File: src/tec_pkg.sv
// shared constants for the rx error checker: header fields, type codes, event bits
// assumes a 128-bit header beat laid out dword0 in the top 32 bits
package tec_pkg;
	// -------------------------------------------------------------
	// widths and depths
	// -------------------------------------------------------------
	localparam int HDR_W      = 128;
	localparam int BEAT_W     = HDR_W + 2;
	localparam int FIFO_DEPTH = 8;
	localparam int ERR_W      = 6;
	localparam int CNT_W      = 16;
	localparam int NBAR       = 2;
	// -------------------------------------------------------------
	// header field positions
	// -------------------------------------------------------------
	localparam int FMT_POS     = 125;
	localparam int TYPE_POS    = 120;
	localparam int EP_POS      = 110;
	localparam int RID_POS     = 80;
	localparam int TAG_POS     = 72;
	localparam int MSG_POS     = 64;
	localparam int CPL_RID_POS = 48;
	localparam int ADDR_HI_POS = 32;
	localparam int ADDR64_POS  = 0;
	localparam int ADDR32_POS  = 32;
	localparam int BUSDEV_LSB  = 3;
	localparam int BUSDEV_W    = 13;
	// -------------------------------------------------------------
	// type and message codes
	// -------------------------------------------------------------
	localparam logic [4:0] TY_MEM   = 5'h00;
	localparam logic [4:0] TY_MEMLK = 5'h01;
	localparam logic [4:0] TY_IO    = 5'h02;
	localparam logic [4:0] TY_CFG0  = 5'h04;
	localparam logic [4:0] TY_CFG1  = 5'h05;
	localparam logic [4:0] TY_CPL   = 5'h0A;
	localparam logic [4:0] TY_CPLLK = 5'h0B;
	localparam logic [1:0] TY_MSG   = 2'h2;
	localparam logic [7:0] MSG_OK_A = 8'h00;
	localparam logic [7:0] MSG_OK_B = 8'h50;
	// -------------------------------------------------------------
	// completion status and event bits
	// -------------------------------------------------------------
	localparam logic [2:0] CS_UR = 3'h1;
	localparam logic [2:0] CS_CA = 3'h4;
	localparam int EV_TIMEOUT = 0;
	localparam int EV_ABORT   = 1;
	localparam int EV_UNEXP   = 2;
	localparam int EV_POISON  = 3;
	localparam int EV_ECRC    = 4;
	localparam int EV_UR      = 5;
	// -------------------------------------------------------------
	// timing
	// -------------------------------------------------------------
	localparam int CLK_MHZ         = 100;
	localparam int CPL_TIMEOUT_US  = 50;
	localparam int CPL_TIMEOUT_CYC = CPL_TIMEOUT_US * CLK_MHZ;
endpackage

File: src/tec_rx_if.sv
// receive stream and error report vector between checker and application
// assumes both ends share ref_clk
`timescale 1ns/1ps
interface tec_rx_if;
	import tec_pkg::*;
	logic              rx_valid;
	logic              rx_ready;
	logic              rx_sop;
	logic              rx_eop;
	logic [HDR_W-1:0]  rx_word;
	logic [2:0]        cpl_err;
	modport dev (output rx_valid, rx_sop, rx_eop, rx_word, input rx_ready, cpl_err);
	modport app (input rx_valid, rx_sop, rx_eop, rx_word, output rx_ready, cpl_err);
endinterface

File: src/tec_dev.sv
// checker end: classifies received packets, drops rejects, answers rejected
// non-posted requests and logs every error event.
// assumes link beats are synchronous to ref_clk and ecrc result rides with the header beat
//
// Function
// - poisoned packets flagged, still delivered
// - application handles poisoned packets itself
// - ecrc failure raises non-fatal error
// - ecrc failed non-posted gets completer abort
// - ecrc failures and unsupported requests dropped
// - completion with foreign requester bus/device number unsupported (function bits not compared)
// - type 1 config, unknown message unsupported
// - locked read unsupported on native endpoint
// - locked completion unsupported
// - 64-bit address with zero upper half unsupported
// - memory or io missing all windows unsupported
// - unsupported non-posted gets unsupported completion
// - application times its own outstanding requests
// - application reports timeout on bit 0
// - application reports completer abort on bit 1
// - application reports unexpected completion on bit 2
// - foreign requester bus/device number also logs unexpected completion
// - poisoned packet updates error status itself
`timescale 1ns/1ps

// -------------------------------------------------------------
// receive buffer
// -------------------------------------------------------------
module tec_fifo #(
	parameter int W     = 8,
	parameter int DEPTH = 8
) (
	// clock and reset
	input  wire logic         ref_clk,
	input  wire logic         reset,
	// fill side
	input  wire logic         in_valid,
	output logic              in_ready,
	input  wire logic [W-1:0] in_data,
	// drain side
	output logic              out_valid,
	input  wire logic         out_ready,
	output logic [W-1:0]      out_data
);
	// depth must be a power of two: pointers wrap by overflow
	localparam int AW = $clog2(DEPTH);
	typedef struct packed {
		logic [DEPTH-1:0][W-1:0] mem;
		logic [AW-1:0]           wp;
		logic [AW-1:0]           rp;
		logic [AW:0]             cnt;
	} tec_fifo_st_t;
	tec_fifo_st_t s_r;
	tec_fifo_st_t s_nxt;
	logic         push;
	logic         pop;

	assign in_ready  = s_r.cnt != (AW+1)'(DEPTH);
	assign out_valid = s_r.cnt != '0;
	assign out_data  = s_r.mem[s_r.rp];
	assign push      = in_valid && in_ready;
	assign pop       = out_valid && out_ready;

	always_comb begin
		s_nxt = s_r;
		if (push) begin
			s_nxt.mem[s_r.wp] = in_data;
			s_nxt.wp = s_r.wp + 1'b1;
		end
		if (pop) begin
			s_nxt.rp = s_r.rp + 1'b1;
		end
		if (push && !pop) begin
			s_nxt.cnt = s_r.cnt + 1'b1;
		end else if (pop && !push) begin
			s_nxt.cnt = s_r.cnt - 1'b1;
		end
	end

	always_ff @(posedge ref_clk or posedge reset) begin
		if (reset) begin
			s_r <= '0;
		end else begin
			s_r <= s_nxt;
		end
	end
endmodule

// -------------------------------------------------------------
// checker end
// -------------------------------------------------------------
module tec_dev
	import tec_pkg::*;
(
	// clock and reset
	input  wire logic                 ref_clk,
	input  wire logic                 reset,
	// link receive beats
	input  wire logic                 lnk_valid,
	output logic                      lnk_ready,
	input  wire logic                 lnk_sop,
	input  wire logic                 lnk_eop,
	input  wire logic [HDR_W-1:0]     lnk_word,
	input  wire logic                 lnk_ecrc_fail,
	// automatic completion toward the requester
	output logic                      acpl_valid,
	input  wire logic                 acpl_ready,
	output logic [2:0]                acpl_status,
	output logic [15:0]               acpl_req_id,
	output logic [7:0]                acpl_tag,
	// configuration
	input  wire logic [15:0]          cfg_req_id,
	input  wire logic                 cfg_native,
	input  wire logic [NBAR-1:0]      cfg_bar_en,
	input  wire logic [NBAR-1:0][31:0] cfg_bar_base,
	input  wire logic [NBAR-1:0][31:0] cfg_bar_mask,
	// error status
	input  wire logic                 stat_clr,
	output logic [ERR_W-1:0]          err_pulse,
	output logic [ERR_W-1:0]          err_status,
	output logic                      err_nonfatal,
	output logic [CNT_W-1:0]          err_count,
	// application side
	tec_rx_if.dev                     rx
);
	typedef struct packed {
		logic             drop;
		logic             cpl_valid;
		logic [2:0]       cpl_status;
		logic [15:0]      cpl_rid;
		logic [7:0]       cpl_tag;
		logic [ERR_W-1:0] pulse;
		logic [ERR_W-1:0] status;
		logic             nonfatal;
		logic [CNT_W-1:0] count;
	} tec_dev_st_t;
	tec_dev_st_t s_r;
	tec_dev_st_t s_nxt;

	logic [1:0]        fmt;
	logic [4:0]        ty;
	logic [31:0]       addr;
	logic              is_mem;
	logic              is_io;
	logic              is_cpl;
	logic              is_msg;
	logic              hi_zero;
	logic              bar_hit;
	logic              rid_bad;
	logic              msg_bad;
	logic              ur;
	logic              np;
	logic              reject;
	logic              skip;
	logic              take;
	logic              fifo_ready;
	logic [ERR_W-1:0]  ev;
	logic [CNT_W-1:0]  ev_sum;

	// -------------------------------------------------------------
	// header classification
	// -------------------------------------------------------------
	assign fmt     = lnk_word[FMT_POS +: 2];
	assign ty      = lnk_word[TYPE_POS +: 5];
	assign addr    = fmt[0] ? lnk_word[ADDR64_POS +: 32] : lnk_word[ADDR32_POS +: 32];
	assign is_mem  = (ty == TY_MEM) || (ty == TY_MEMLK);
	assign is_io   = ty == TY_IO;
	assign is_cpl  = (ty == TY_CPL) || (ty == TY_CPLLK);
	assign is_msg  = ty[4:3] == TY_MSG;
	assign hi_zero = is_mem && fmt[0] && (lnk_word[ADDR_HI_POS +: 32] == '0);
	assign rid_bad = is_cpl && (lnk_word[CPL_RID_POS + BUSDEV_LSB +: BUSDEV_W]
		!= cfg_req_id[BUSDEV_LSB +: BUSDEV_W]);
	assign msg_bad = is_msg && (lnk_word[MSG_POS +: 8] != MSG_OK_A)
		&& (lnk_word[MSG_POS +: 8] != MSG_OK_B);

	always_comb begin
		bar_hit = 1'b0;
		for (int i = 0; i < NBAR; i++) begin
			if (cfg_bar_en[i] && (((addr ^ cfg_bar_base[i]) & cfg_bar_mask[i]) == '0)) begin
				bar_hit = 1'b1;
			end
		end
	end

	assign ur = rid_bad || msg_bad
		|| (ty == TY_CFG1)
		|| ((ty == TY_MEMLK) && cfg_native)
		|| (ty == TY_CPLLK)
		|| hi_zero
		|| ((is_mem || is_io) && !bar_hit);
	assign np = (is_mem && !fmt[1]) || is_io || (ty == TY_CFG0) || (ty == TY_CFG1);

	// -------------------------------------------------------------
	// beat steering
	// -------------------------------------------------------------
	// a pending completion stalls the link so a second reject cannot overwrite it
	assign reject    = lnk_ecrc_fail || ur;
	assign skip      = lnk_sop ? reject : s_r.drop;
	assign lnk_ready = fifo_ready && !s_r.cpl_valid;
	assign take      = lnk_valid && lnk_ready;

	tec_fifo #(
		.W     (BEAT_W),
		.DEPTH (FIFO_DEPTH)
	) u_fifo (
		.ref_clk   (ref_clk),
		.reset     (reset),
		.in_valid  (lnk_valid && !s_r.cpl_valid && !skip),
		.in_ready  (fifo_ready),
		.in_data   ({lnk_sop, lnk_eop, lnk_word}),
		.out_valid (rx.rx_valid),
		.out_ready (rx.rx_ready),
		.out_data  ({rx.rx_sop, rx.rx_eop, rx.rx_word})
	);

	// -------------------------------------------------------------
	// events
	// -------------------------------------------------------------
	always_comb begin
		ev = '0;
		ev[2:0] = rx.cpl_err;
		if (take && lnk_sop) begin
			ev[EV_ECRC]   = lnk_ecrc_fail;
			ev[EV_UR]     = !lnk_ecrc_fail && ur;
			ev[EV_POISON] = !reject && lnk_word[EP_POS];
			ev[EV_UNEXP]  = rx.cpl_err[EV_UNEXP] || (!lnk_ecrc_fail && rid_bad);
		end
		ev_sum = '0;
		for (int i = 0; i < ERR_W; i++) begin
			ev_sum = ev_sum + CNT_W'(ev[i]);
		end
	end

	// -------------------------------------------------------------
	// next state
	// -------------------------------------------------------------
	always_comb begin
		s_nxt = s_r;
		if (take && lnk_sop) begin
			s_nxt.drop = reject && !lnk_eop;
		end else if (take && lnk_eop) begin
			s_nxt.drop = 1'b0;
		end
		if (s_r.cpl_valid && acpl_ready) begin
			s_nxt.cpl_valid = 1'b0;
		end
		if (take && lnk_sop && reject && np) begin
			s_nxt.cpl_valid  = 1'b1;
			s_nxt.cpl_status = lnk_ecrc_fail ? CS_CA : CS_UR;
			s_nxt.cpl_rid    = lnk_word[RID_POS +: 16];
			s_nxt.cpl_tag    = lnk_word[TAG_POS +: 8];
		end
		s_nxt.pulse = ev;
		// a new event wins over a clear in the same cycle
		s_nxt.status   = (s_r.status & ~{ERR_W{stat_clr}}) | ev;
		s_nxt.nonfatal = (s_r.nonfatal && !stat_clr) || (|ev);
		s_nxt.count    = s_r.count + ev_sum;
	end

	always_ff @(posedge ref_clk or posedge reset) begin
		if (reset) begin
			s_r <= '0;
		end else begin
			s_r <= s_nxt;
		end
	end

	assign acpl_valid   = s_r.cpl_valid;
	assign acpl_status  = s_r.cpl_status;
	assign acpl_req_id  = s_r.cpl_rid;
	assign acpl_tag     = s_r.cpl_tag;
	assign err_pulse    = s_r.pulse;
	assign err_status   = s_r.status;
	assign err_nonfatal = s_r.nonfatal;
	assign err_count    = s_r.count;
endmodule

File: src/flat_wrapper.sv
// flat-port wrapper written by rule: the top's interface ports become plain ports
module tec_dev_flat import tec_pkg::*;
  (ref_clk, reset, lnk_valid, lnk_ready, lnk_sop, lnk_eop, lnk_word, lnk_ecrc_fail, acpl_valid, acpl_ready, acpl_status, acpl_req_id, acpl_tag, cfg_req_id, cfg_native, cfg_bar_en, cfg_bar_base, cfg_bar_mask, stat_clr, err_pulse, err_status, err_nonfatal, err_count, rx_rx_valid, rx_rx_sop, rx_rx_eop, rx_rx_word, rx_rx_ready, rx_cpl_err);
  tec_rx_if rx_i ();
  input  wire logic ref_clk;
  input  wire logic reset;
  input  wire logic lnk_valid;
  output logic lnk_ready;
  input  wire logic lnk_sop;
  input  wire logic lnk_eop;
  input  wire logic [HDR_W-1:0] lnk_word;
  input  wire logic lnk_ecrc_fail;
  output logic acpl_valid;
  input  wire logic acpl_ready;
  output logic [2:0] acpl_status;
  output logic [15:0] acpl_req_id;
  output logic [7:0] acpl_tag;
  input  wire logic [15:0] cfg_req_id;
  input  wire logic cfg_native;
  input  wire logic [NBAR-1:0] cfg_bar_en;
  input  wire logic [NBAR-1:0][31:0] cfg_bar_base;
  input  wire logic [NBAR-1:0][31:0] cfg_bar_mask;
  input  wire logic stat_clr;
  output logic [ERR_W-1:0] err_pulse;
  output logic [ERR_W-1:0] err_status;
  output logic err_nonfatal;
  output logic [CNT_W-1:0] err_count;
  output wire logic [$bits(rx_i.rx_valid)-1:0] rx_rx_valid;
  output wire logic [$bits(rx_i.rx_sop)-1:0] rx_rx_sop;
  output wire logic [$bits(rx_i.rx_eop)-1:0] rx_rx_eop;
  output wire logic [$bits(rx_i.rx_word)-1:0] rx_rx_word;
  input wire logic [$bits(rx_i.rx_ready)-1:0] rx_rx_ready;
  input wire logic [$bits(rx_i.cpl_err)-1:0] rx_cpl_err;
  assign rx_rx_valid = rx_i.rx_valid;
  assign rx_rx_sop = rx_i.rx_sop;
  assign rx_rx_eop = rx_i.rx_eop;
  assign rx_rx_word = rx_i.rx_word;
  assign rx_i.rx_ready = rx_rx_ready;
  assign rx_i.cpl_err = rx_cpl_err;
  tec_dev u_core (.ref_clk(ref_clk), .reset(reset), .lnk_valid(lnk_valid), .lnk_ready(lnk_ready), .lnk_sop(lnk_sop), .lnk_eop(lnk_eop), .lnk_word(lnk_word), .lnk_ecrc_fail(lnk_ecrc_fail), .acpl_valid(acpl_valid), .acpl_ready(acpl_ready), .acpl_status(acpl_status), .acpl_req_id(acpl_req_id), .acpl_tag(acpl_tag), .cfg_req_id(cfg_req_id), .cfg_native(cfg_native), .cfg_bar_en(cfg_bar_en), .cfg_bar_base(cfg_bar_base), .cfg_bar_mask(cfg_bar_mask), .stat_clr(stat_clr), .err_pulse(err_pulse), .err_status(err_status), .err_nonfatal(err_nonfatal), .err_count(err_count), .rx(rx_i));
endmodule
File: config.mk
export PLATFORM = sky130hd
export DESIGN_NAME = tec_dev_flat
export DESIGN_NICKNAME = d
export VERILOG_FILES = /design/src/tec_pkg.sv /design/src/tec_rx_if.sv /design/src/tec_dev.sv /design/src/flat_wrapper.sv
export SDC_FILE = /design/constraint.sdc
export NUM_CORES = 2
export LEC_CHECK = 0
export BUFFER_PORTS_ARGS = -buffer_cell sky130_fd_sc_hd__buf_2
export CORE_UTILIZATION = 60
export CTS_CLUSTER_SIZE = 10
export DETAILED_ROUTE_END_ITERATION = 16
export GPL_TIMING_DRIVEN = 0
export PLACE_DENSITY = 0.8
export RECOVER_POWER = 50
export SKIP_LAST_GASP = 1
export SYNTH_ARGS = -nofsm -noshare
export SYNTH_HDL_FRONTEND = slang
export SYNTH_SLANG_ARGS = --single-unit
File: constraint.sdc
create_clock -name ref_clk -period 40 [get_ports ref_clk]
set_input_delay 4 -clock ref_clk [delete_from_list [all_inputs] [get_ports ref_clk]]
set_output_delay 4 -clock ref_clk [all_outputs]
set_load 0.02 [all_outputs]
==> results.md <==
- Status: finished, violations left
- Failing checks: max-capacitance violations, max-slew violations
- Share of the synthesized area in the top cell type: 53.8%
- Slew headroom: -311%
- CTS resizes: 0
- Count leader, synth: dfrtp_1
- Hold path depth: 1
- Pleak: 26.5 nW
- Crit Reg-Reg Endpoint: u_core.err_count[14]$_DFF_PP0_
- GR Util All Layers: 32.0%
- CP Launch Point: reset
- DRC: 0
- Worst hold path startpoint: u_core.err_status[3]$_DFF_PP0_
- Core Region: 85,100 sq um
- Synth top area cells: dfrtp_1 (54%), mux2_2 (24%), mux4_2 (11%)
- Clock-pin slew on the worst setup and hold paths: 0.05 ns
- Synth async-reset ratio: 100%
- Clock tree from TritonCTS: built
- Cells after Synth: 3,197
- Hold Path Class: register to register
- H-tree depth: 4
- Register area share after synthesis: 53.8%
- IR drop worst, VDD: 62.0 uV
- Clk buf depth: 3
- Setup Fix Bufs, Post-CTS: 0
- Setup crit end kind: async pin
- Crit path max fanout: 114
- DR WL/cell: 27.3 um
- Min Hold Slack: 0.488 ns
- CTS Hold Bufs: 0
- Hpwl dp: 90.6 mm
- Clock Skew: 0.0317 ns
- Mapped Nets: 3,502
- Rows: 107
- Yosys warning total: 0
- Fmax: 58.1 MHz
- RR Startpoint: u_core.u_fifo.s_r[0]$_DFFE_PP0P_
- Pwr/cell area: 86.5 nW/um^2
- Tightest Pin Transition: 6.16 ns
- Register bit total from synthesis: 1,107
- Root Buffer: clkbuf_16
- Final core utilization: 69.1%
- Vias per cell: 6.13
- RSZ-0062 raised after global routing: false
- Crit path time final: 17.20 ns
- Hold endpoint: u_core.err_status[3]$_DFF_PP0_
- FF-to-FF path depth: 19
- Vias in the first global route: 32,400
- CTS buffer count: 131
- Layout Nets: 4,094
- Num ports: 476
- Initial antenna violation count: 19
- Cell Area, Synth: 51,500 sq um
- Critical path arrival: 16.49 ns
- Max-cap violations: 8
- Largest net degree at the start of global routing: 133
- Synth Flop Type: dfrtp_1
- Initial Util: 60.5%
- DRT iter0 DRCs: 1,966
- Synthesized area per cell: 16.1 sq um
- Post-synth cell types: 51
- CTS Sinks: 1,107
- Die span in y: 295 um
- Post-synth EDFFs: 0
- First-pass GRT wire length: 204 mm
- Die area: 87,000 sq um
- Fin Setup TNS: 0 ns
- Final Hold Fails: 0
- Total congestion overflow: 0
- IO buf count: 448
- Layout cell share with drive strength beyond 1: 56.1%
- Layout area overhead: 14.3%
- GP Congestion: 0.820
- Max-slew violations: 738
- Startpoint types: input pin
- Finish-stage setup viols: 0
- Horiz. Die Dim: 295 um
- Clk_lat worst skew: 0.71 ns
- Critical path class: input pin to async pin
- Critical Path RT: 39.29 ns
- Drt first pass iters: 7
- Post-DRT Antenna Nets: 0
- Final Cycle Share: 43.0%
- Detailed-route via count: 30,500
- Leading area contributor after synthesis: dfrtp_1
- Reg2reg setup slack: 35.37 ns
- Synth cell count leaders: dfrtp_1 (1,107), mux2_2 (1,097), mux4_2 (260)
- Total routed wirelength: 136 mm
[cells by family (layout without fill, tap and decap cells)]
group	Yosys count	in the layout	synth area share, %
muxes	1492	1492	39.0
DFF	1107	1107	53.8
buffers and inverters	313	937	3.07
and+or+nand+nor	107	107	1.17
xor gates and xnor gates	96	96	1.63
AOI/OAI and AO/OA	63	63	0.877
adders and majority gates	18	18	0.496
other	1	14	0.00728
[layer usage]
| metal | wire [um] | up-vias | track usage, % | part of all wire, % |
|---|---|---|---|---|
| met4 | 7680 | 8 | 17.3 | 5.6 |
| met2 | 65500 | 1033 | 51.3 | 48 |
| met5 | 54 | - | 0 | 0.040 |
| met1 | 53400 | 16200 | 40.4 | 39 |
| li1 | - | 12900 | - | - |
| met3 | 9330 | 324 | 7.98 | 6.9 |
[layout make-up]
type	count	area (sq um)
Antenna cell	13	32.5
Fill cell	5766	26300
Timing Repair Buffer	459	2260
Multi-Input combinational cell	1777	22200
Buffer	291	1490
Clock buffer	152	3510
Tap cell	1144	1430
Clock inverter	13	144
Sequential cell	1107	27700
Inverter	22	83.8
[critical path: stages]
cell and delay, ns:
buf_2 0.10, clkinvlp_2 0.99, clkbuf_1 3.39, clkbuf_1 3.34, clkbuf_1 4.51
[layout by cell type, fill, tap and decap left out, drive strengths merged, types with 20 or more instances in the layout]
cell / netlist / layout
a22oi: 22 / 22
buf: 171 / 544
clkbuf: 120 / 358
dfrtp: 1107 / 1107
inv: 22 / 26
mux2: 1197 / 1197
mux2i: 35 / 35
mux4: 260 / 260
nand2: 24 / 24
nor2: 20 / 20
xnor2: 85 / 85
[sequential cells by signal, summed over array words and instances, names as in the netlist]
| name | count |
|---|---|
| u_core.s_r | 1 |
| u_core.acpl_status | 2 |
| u_core.acpl_req_id | 16 |
| u_core.acpl_valid | 1 |
| u_core.u_fifo.s_r | 1050 |
| u_core.err_pulse | 6 |
| u_core.err_count | 16 |
| u_core.acpl_tag | 8 |
| u_core.err_status | 6 |
| u_core.err_nonfatal | 1 |
[worst max-delay path by stage]
stage | cells after the start | to
floorplan | 1 | u_core.acpl_req_id[0]$_DFFE_PP0P_
global placement | 2 | u_core.u_fifo.s_r[146]$_DFFE_PP0P_
detailed placement | 22 | u_core.err_count[10]$_DFF_PP0_
CTS | 22 | u_core.err_count[14]$_DFF_PP0_
global route | 5 | u_core.err_count[12]$_DFF_PP0_
finish | 5 | u_core.err_count[12]$_DFF_PP0_
[power by group]
group	switching [mW]	internal, mW
logic	1.01	1.13
clock network	0.443	0.615
registers	0.264	1.63
[metrics by stage]
step                      std cells  total power, mW  worst slack [ns]  instance area [sq um]
after floorplan                3197             3.41              4.83                  51500
after global placement         4789             3.99             -6.79                  55200
after detailed placement       4800             4.04             29.97                  55500
after CTS                      4965             5.12             30.70                  59100
after global routing           4975             5.33             19.72                  58900
final                          4978             5.09             22.80                  58900
Note: power is estimated with default switching activity, not from simulation.
